$ cat config.mk
export PLATFORM = sky130hd
export DESIGN_NAME = stp_test_port
export DESIGN_NICKNAME = d
export VERILOG_FILES = /design/src/rtl/stp_test_port.v
export VERILOG_INCLUDE_DIRS = /design/src /design/src/rtl
export SDC_FILE = /design/constraint.sdc
export NUM_CORES = 1
export LEC_CHECK = 0
export CORE_MARGIN = 2
export CORE_UTILIZATION = 52
export CTS_CLUSTER_DIAMETER = 100
export DETAILED_ROUTE_END_ITERATION = 8
export DONT_BUFFER_PORTS = 1
export HOLD_SLACK_MARGIN = 0.03
export PLACE_DENSITY_LB_ADDON = 0.1
export SYNTH_ARGS = -nofsm -noshare
export SYNTH_HDL_FRONTEND = slang
export SYNTH_SLANG_ARGS = --single-unit
$ cat constraint.sdc
create_clock -name clk -period 20.9 [get_ports clk]
set_input_delay 1.045 -clock clk [delete_from_list [all_inputs] [get_ports clk]]
set_output_delay 1.045 -clock clk [all_outputs]
set_load 0.02 [all_outputs]
$ cat src/rtl/stp_consts.vh
`ifndef STP_CONSTS_VH
`define STP_CONSTS_VH
// instruction codes
`define STP_IR_W          3
`define STP_OP_EXTEST     3'h0
`define STP_OP_IDCODE     3'h1
`define STP_OP_SAMPLEZ    3'h2
`define STP_OP_SAMPLE     3'h4
`define STP_OP_BYPASS     3'h7
`define STP_IR_CAPTURE    3'h1
// identification layout
`define STP_ID_W          32
`define STP_ID_REV_W      3
`define STP_ID_PART_W     17
`define STP_ID_MFR_W      11
`define STP_ID_PRESENT    1'h1
// boundary chain
`define STP_BSR_W         109
`define STP_BSR_CTL_BIT   108
`define STP_BSR_PINS      108
`endif

$ cat src/rtl/stp_test_port.v
`timescale 1ns/1ns
`include "stp_consts.vh"
module stp_test_port #(
    parameter [`STP_ID_REV_W-1:0]  REV_ID  = 3'h0,        // arbitrary value
    parameter [`STP_ID_PART_W-1:0] PART_ID = 17'h00001,   // arbitrary value
    parameter [`STP_ID_MFR_W-1:0]  MFR_ID  = 11'h001      // arbitrary value
) (
    // system
    input  wire                      clk,
    input  wire                      rst,
    // test link
    input  wire                      tck,
    input  wire                      tms,
    input  wire                      tdi,
    output reg                       tdo_q,
    output reg                       tdo_oe_q,
    // package ring
    input  wire [`STP_BSR_PINS-1:0]  pin_in,
    output reg  [`STP_BSR_PINS-1:0]  pin_drive_q,
    output reg                       extest_q,
    output reg                       out_en_q
);
    reg  [1:0]                   tck_s;
    reg  [1:0]                   tms_s;
    reg  [1:0]                   tdi_s;
    reg                          tck_prev_q;
    reg  [3:0]                   st_q;
    reg  [3:0]                   st_d;
    reg  [`STP_IR_W-1:0]         ir_sh_q;
    reg  [`STP_IR_W-1:0]         ir_q;
    reg                          byp_q;
    reg  [`STP_ID_W-1:0]         id_sh_q;
    reg  [`STP_BSR_W-1:0]        bsr_sh_q;
    reg  [`STP_BSR_W-1:0]        bsr_up_q;
    reg                          so_d;
    reg  [`STP_BSR_PINS-1:0]     pin_s1_q;
    reg  [`STP_BSR_PINS-1:0]     pin_s2_q;
    wire                         rise;
    wire                         fall;
    wire                         shifting;
    wire [`STP_ID_W-1:0]         id_val;
    wire                         use_bsr;

    // controller states
    localparam [3:0] S_RESET    = 4'h0;
    localparam [3:0] S_IDLE     = 4'h1;
    localparam [3:0] S_SEL_DR   = 4'h2;
    localparam [3:0] S_CAP_DR   = 4'h3;
    localparam [3:0] S_SHIFT_DR = 4'h4;
    localparam [3:0] S_EXIT1_DR = 4'h5;
    localparam [3:0] S_PAUSE_DR = 4'h6;
    localparam [3:0] S_EXIT2_DR = 4'h7;
    localparam [3:0] S_UPD_DR   = 4'h8;
    localparam [3:0] S_SEL_IR   = 4'h9;
    localparam [3:0] S_CAP_IR   = 4'hA;
    localparam [3:0] S_SHIFT_IR = 4'hB;
    localparam [3:0] S_EXIT1_IR = 4'hC;
    localparam [3:0] S_PAUSE_IR = 4'hD;
    localparam [3:0] S_EXIT2_IR = 4'hE;
    localparam [3:0] S_UPD_IR   = 4'hF;

    // codes that put the boundary chain in the path
    function is_bsr_op;
        input [`STP_IR_W-1:0] op;
        begin
            is_bsr_op = (op == `STP_OP_EXTEST) || (op == `STP_OP_SAMPLEZ)
                     || (op == `STP_OP_SAMPLE);
        end
    endfunction

    assign rise = tck_s[1] & ~tck_prev_q;
    assign fall = ~tck_s[1] & tck_prev_q;
    assign shifting = (st_q == S_SHIFT_IR) || (st_q == S_SHIFT_DR);
    assign id_val = {REV_ID, PART_ID, MFR_ID, `STP_ID_PRESENT};
    assign use_bsr = is_bsr_op(ir_q);

    // synchronise the slow link into clk; tck period is many clk cycles
    // ring pins are asynchronous too; capture may lag a pin by two clk
    always @(posedge clk or posedge rst) begin
        if (rst) begin
            tck_s      <= 2'h0;
            tms_s      <= 2'h3;
            tdi_s      <= 2'h0;
            tck_prev_q <= 1'h0;
            pin_s1_q   <= {`STP_BSR_PINS{1'h0}};
            pin_s2_q   <= {`STP_BSR_PINS{1'h0}};
        end else begin
            tck_s      <= {tck_s[0], tck};
            tms_s      <= {tms_s[0], tms};
            tdi_s      <= {tdi_s[0], tdi};
            tck_prev_q <= tck_s[1];
            pin_s1_q   <= pin_in;
            pin_s2_q   <= pin_s1_q;
        end
    end

    // controller next state
    always @* begin
        case (st_q)
            S_RESET:    st_d = tms_s[1] ? S_RESET : S_IDLE;
            S_IDLE:     st_d = tms_s[1] ? S_SEL_DR : S_IDLE;
            S_SEL_DR:   st_d = tms_s[1] ? S_SEL_IR : S_CAP_DR;
            S_CAP_DR:   st_d = tms_s[1] ? S_EXIT1_DR : S_SHIFT_DR;
            S_SHIFT_DR: st_d = tms_s[1] ? S_EXIT1_DR : S_SHIFT_DR;
            S_EXIT1_DR: st_d = tms_s[1] ? S_UPD_DR : S_PAUSE_DR;
            S_PAUSE_DR: st_d = tms_s[1] ? S_EXIT2_DR : S_PAUSE_DR;
            S_EXIT2_DR: st_d = tms_s[1] ? S_UPD_DR : S_SHIFT_DR;
            S_UPD_DR:   st_d = tms_s[1] ? S_SEL_DR : S_IDLE;
            S_SEL_IR:   st_d = tms_s[1] ? S_RESET : S_CAP_IR;
            S_CAP_IR:   st_d = tms_s[1] ? S_EXIT1_IR : S_SHIFT_IR;
            S_SHIFT_IR: st_d = tms_s[1] ? S_EXIT1_IR : S_SHIFT_IR;
            S_EXIT1_IR: st_d = tms_s[1] ? S_UPD_IR : S_PAUSE_IR;
            S_PAUSE_IR: st_d = tms_s[1] ? S_EXIT2_IR : S_PAUSE_IR;
            S_EXIT2_IR: st_d = tms_s[1] ? S_UPD_IR : S_SHIFT_IR;
            default:    st_d = tms_s[1] ? S_SEL_DR : S_IDLE;
        endcase
    end

    // serial output source
    always @* begin
        if (st_q == S_SHIFT_IR) begin
            so_d = ir_sh_q[0];
        end else if (ir_q == `STP_OP_IDCODE) begin
            so_d = id_sh_q[0];
        end else if (use_bsr) begin
            so_d = bsr_sh_q[0];
        end else begin
            so_d = byp_q;
        end
    end

    // unimplemented codes fall back to bypass; the tester must not load them
    always @(posedge clk or posedge rst) begin
        if (rst) begin
            st_q     <= S_RESET;
            ir_sh_q  <= `STP_IR_CAPTURE;
            ir_q     <= `STP_OP_IDCODE;
            byp_q    <= 1'h0;
            id_sh_q  <= {`STP_ID_W{1'b0}};
            bsr_sh_q <= {`STP_BSR_W{1'b0}};
            bsr_up_q <= {1'b1, {`STP_BSR_PINS{1'b0}}};
        end else if (rise) begin
            st_q <= st_d;
            case (st_q)
                S_RESET: begin
                    ir_q <= `STP_OP_IDCODE;
                    bsr_up_q[`STP_BSR_CTL_BIT] <= 1'h1;
                end
                S_CAP_IR: ir_sh_q <= `STP_IR_CAPTURE;
                S_SHIFT_IR: ir_sh_q <= {tdi_s[1], ir_sh_q[`STP_IR_W-1:1]};
                S_UPD_IR: ir_q <= ir_sh_q;
                S_CAP_DR: begin
                    byp_q <= 1'h0;
                    if (ir_q == `STP_OP_IDCODE) begin
                        id_sh_q <= id_val;
                    end
                    if (use_bsr) begin
                        bsr_sh_q <= {bsr_up_q[`STP_BSR_CTL_BIT], pin_s2_q};
                    end
                end
                S_SHIFT_DR: begin
                    byp_q   <= tdi_s[1];
                    id_sh_q <= {tdi_s[1], id_sh_q[`STP_ID_W-1:1]};
                    if (use_bsr) begin
                        bsr_sh_q <= {tdi_s[1], bsr_sh_q[`STP_BSR_W-1:1]};
                    end
                end
                S_UPD_DR: begin
                    if (use_bsr) begin
                        bsr_up_q <= bsr_sh_q;
                    end
                end
                default: begin
                end
            endcase
        end
    end

    // outputs; tdo moves on the falling tck edge as the link expects
    always @(posedge clk or posedge rst) begin
        if (rst) begin
            tdo_q       <= 1'h0;
            tdo_oe_q    <= 1'h0;
            pin_drive_q <= {`STP_BSR_PINS{1'b0}};
            extest_q    <= 1'h0;
            out_en_q    <= 1'h1;
        end else begin
            // tdo keeps its last bit outside the shift states
            if (fall) begin
                if (shifting) begin
                    tdo_q <= so_d;
                end
                tdo_oe_q <= shifting;
            end
            pin_drive_q <= bsr_up_q[`STP_BSR_PINS-1:0];
            extest_q    <= (ir_q == `STP_OP_EXTEST);
            if (ir_q == `STP_OP_SAMPLEZ) begin
                out_en_q <= 1'b0;
            end else if (ir_q == `STP_OP_EXTEST) begin
                out_en_q <= bsr_up_q[`STP_BSR_CTL_BIT];
            end else begin
                out_en_q <= 1'b1;
            end
        end
    end
endmodule

==> impl.org <==
** Worst setup path
- The worst setup path is of the reg -> reg kind.
- STA puts the critical path data arrival time at 3820 ps.
- Reg-to-reg setup timing slack :: ~18000 ps
- Required time worst endpoint :: roughly 21000 ps
- In this design, the stage delay of the slowest critical-path cell is approximately 940 ps.
- Buffer and inverter count on the worst path :: 1
- End of the worst register-to-register path :: bsr_up_q[83]
- The worst register-to-register path begins at tck_s[1].
- Startpoint kind of the worst setup timing path :: flip-flop
- Cell-by-cell listing of the critical path :: nor2b_1, nand4_4, buf_4, mux2_2
- Critical path fanouts, max :: just over 60
- Reg2Reg Depth :: 4
- The kind of cell with the highest combined delay along the critical path is simple AND/OR/NAND/NOR gates.
- Critical Path Sink Type :: flip-flop
- Tracing the worst setup path back leads to its startpoint at tck_s[1].
- The slowest stage of the critical path belongs to the cell sky130_fd_sc_hd__nand4_4.

** Power
- Combinational share of power :: just under 9%
- The analysis attributes to net switching a power of between 0.6 and 0.7 mW.
- Int Power :: 1.933 mW
- Summed over all cells, the static leakage comes to 10.30 nW.
- Power density normalized to cell area :: ~120 nW/um^2
- Sequential cells burn between 50% and 60% of the power.
- The clock network is responsible for between 30% and 40% of the overall power.
- Max rail drop VDD :: 86.23 uV
- Switching power share of the total :: 24.17%

** Clocking
- After clock tree synthesis, the clock-pin slew on the worst setup and hold paths is roughly 60 ps.
- For the worst-skew pair, the clock arrives at the later sink with an insertion delay of about 600 ps.
- Clock root cell :: sky130_fd_sc_hd__clkbuf_16
- No sink is reached through more buffers than the 3 on the longest clock path.
- The number of hold buffers added after CTS was 0.
- TritonCTS built the clock tree.
- Clock Sink Count :: 596
- In this run, CTS created clock tree buffers numbering 57.
- The H-tree generated during clock tree synthesis spans 2 levels.
- Post-CTS resize count :: 0
- Number of setup buffers added after CTS :: 0

** Placed design
- After detailed placement, the total cell area comes to roughly 20000 um^2.
- Gp weighted congestion :: about 0.76
- Detailed placement finished with a half-perimeter wire length of approximately 19 mm.
- Prior to clock tree synthesis, the placed netlist has a worst setup slack of 17330 ps.
- Buffers placed on the I/O ports in this run total 0.

** STA
- Slew at the pin with the worst max-slew slack :: ~1200 ps
- Total count of max-transition violations in the final report :: 0
- The clock arrives with between 10 and 15 ps of skew.
- Sum of negative setup slack :: 0 ps
- The worst path meets setup with 17550 ps of slack.
- Setup violations remaining at the end of the flow were counted as 0.
- Fin Hold WS :: between 300 and 400 ps
- In this run the tightest slew margin relative to its limit is ~23%.
- Setup repair after global routing left no endpoint under its margin.
- Min Tclk post-route :: roughly 3400 ps
- Dividing the final minimum period by the clock period gives around 16%.
- Achievable Freq :: a little under 0.3 GHz
- Final hold viol count :: 0

** Drt
- The highest layer touched by signal routing is met5.
- Number of routed nets with antenna violations :: 0
- Via-per-instance ratio :: around 5.2
- Routed length on met2 :: between 10 and 15 mm
- Vias :: 9227
- Dividing the detail-routed wire length by the instance count gives 18.21 um.
- The first routing iteration left between 600 and 700 violations.
- Met1 layer wirelength in the final routing :: between 10 and 15 mm
- Routed wire length :: approximately 32 mm
- Met3 Routed Length :: 2.173 mm
- DRC :: 0
- Length of the first detailed-routing pass in iterations :: 4

** Worst hold path
- The worst hold path terminates at pin_s2_q[89].
- In this run the most critical hold path is launched from pin_s1_q[89].
- Hold-critical path depth :: 0
- The path class of the tightest hold or removal check is reg -> reg.

** Synthesis
- XOR/XNOR Fraction of Synth Area :: 0%
- The synthesized netlist devotes roughly 5.5% of its cell area to compound gates.
- After synthesis, the largest family of logic cells by area is multiplexers.
- Adder and majority cell fraction of the synthesized area :: less than 1%
- Ys async rst share :: 100.0%
- Post-Synthesis Mean Instance Area :: approximately 16 um^2
- Total of flip-flops plus latches after synthesis :: about 600
- Top flip-flop cell by instance count after synthesis :: sky130_fd_sc_hd__dfrtp_1
- Count of distinct cell types in the synthesized netlist :: 47
- In the synthesized netlist, the number of instances is between 1000 and 1500.
- The cell area that synthesis handed to floorplanning was around 19000 um^2.
- Mux contribution to synthesized area :: a little under an eighth
- Register area share after synthesis :: 77.04%
- In this run, synthesis inferred 0 flip-flops with an integrated enable.
- Post-synthesis net count :: between 1000 and 1500
- Summing the areas of all and, or, nand and nor instances in the mapped netlist gives 3.786% of the synthesized area.
- Yosys warnings :: 0

** GRT
- The number of antenna violations at the first check in global routing is 21.
- Global routing consumed, over all layers together, between 10% and 20% of the routing resources.
- Pin count of the biggest net entering global routing :: ~140
- Global-route wire length before repair :: ~52 mm
- The number of global-route vias before repair came to a little over 9000.
- Global route total overflow :: 0

** Floorplan
- Row generation in the floorplan step produced 70 rows.
- The floorplan step set the die width to 197.0 um.
- Effective utilization at floorplan :: between 50 and 60%
- Die height :: about 200 um
- The region available for standard cell placement spans 36610 um^2.
- During I/O placement, the number of pins put on the boundary was 225.
- Die Area :: 38810 um^2

** Finish
- After routing the design area is around 22000 um^2.
- Proportion of layout cells with a drive suffix above 1 :: approximately 17%
- The library cells used most frequently in the layout, excluding fill and tap cells, are sky130_fd_sc_hd__dfrtp_1, sky130_fd_sc_hd__nand2_1, sky130_fd_sc_hd__mux2_2.
- Area growth from synthesis to layout :: 11.95%
- Leading cell type in the layout, fill and taps excluded :: sky130_fd_sc_hd__dfrtp_1
- Final net count :: around 1400

** Run
- Max-cap violations in this run came to 0.

** Outcome
- The run finished with clean final reports.
[area by class of cell]
| type | count | area, um^2 |
|---|---|---|
| inverter | 8 | 37.54 |
| clock inverter | 17 | 183.9 |
| antenna | 10 | 25.02 |
| clock buffer | 85 | 1694 |
| timing repair buffer | 13 | 97.59 |
| tap | 468 | 585.6 |
| fill | 2822 | 14930 |
| sequential | 596 | 14920 |
| multi-input combinational | 567 | 4138 |
[flip-flops by register name (all words and copies together), names as in the netlist]
name,count
pin_s1_q,108
st_q,4
tck_s,2
out_en_q,1
tck_prev_q,1
tms_s,2
pin_drive_q,108
bsr_up_q,109
tdo_oe_q,1
bsr_sh_q,109
id_sh_q,32
tdo_q,1
extest_q,1
ir_sh_q,3
tdi_s,2
byp_q,1
ir_q,3
pin_s2_q,108
[routing by layer]
| layer | global-route usage, % | up-vias |
|---|---|---|
| met3 | 5.578 | 82 |
| li1 | - | 4239 |
| met2 | 24.58 | 216 |
| met5 | 0 | - |
| met4 | 6.990 | 18 |
| met1 | 25.06 | 4672 |
[power by group through the flow]
stage / clock network [mW] / registers (mW) / logic (mW)
floorplan: 0 / 1.30 / 0.211
global placement: 0 / 1.33 / 0.228
detailed placement: 0 / 1.33 / 0.233
CTS: 1.04 / 1.31 / 0.234
global route: 1.09 / 1.33 / 0.262
finish: 1.01 / 1.31 / 0.228
[cell families (layout without fill, tap and decap cells)]
family                     count (synthesis)  in the layout
DFF                                      596            596
and+or+nand+nor                          168            168
buffers and inverters                     72            123
adders and majority gates                  1              1
AOI/OAI and AO/OA                        181            181
muxes                                    217            217
other                                      0             10
[worst max path at each step]
stage / cells past startpoint / slack, ps / to
after CTS: 4 / 17520 / bsr_up_q[61]
after detailed placement: 3 / 17330 / pin_s1_q[55]
final: 4 / 17550 / bsr_up_q[83]
after global routing: 4 / 17340 / bsr_up_q[61]
after floorplan: 1 / 3180 / bsr_sh_q[0]
after global placement: 3 / 17370 / pin_s1_q[55]
[metrics by stage]
| stage | std cells | utilization [%] | power (mW) |
|---|---|---|---|
| 2_1_floorplan | 1235 | - | 1.511 |
| 3_3_place_gp | 1652 | 54.03 | 1.558 |
| 3_5_place_dp | 1652 | 54.03 | 1.565 |
| 4_1_cts | 1754 | 59.16 | 2.589 |
| 5_1_grt | 1759 | 59.19 | 2.675 |
| 6_report | 1764 | 59.23 | 2.549 |
[synth_stat cells, drive strengths merged (2+ instances only)]
cell type,number,area (um^2)
a22o,32,280.3
dfrtp,590,14760
nor2b,7,43.79
mux2i,108,1081
o211ai,2,15.01
nand4,2,18.77
nor3b,2,15.01
nor3,2,10.01
buf,39,201.4
nor2,13,51.30
mux2,109,1227
nand2b,2,12.51
nor4b,2,23.77
or3,2,12.51
dfstp,6,157.7
clkbuf,25,95.09
inv,8,30.03
o21ai,119,595.6
a21oi,15,75.07
o22ai,3,18.77
nand2,128,480.5
Power figures use the tool's default switching activity.
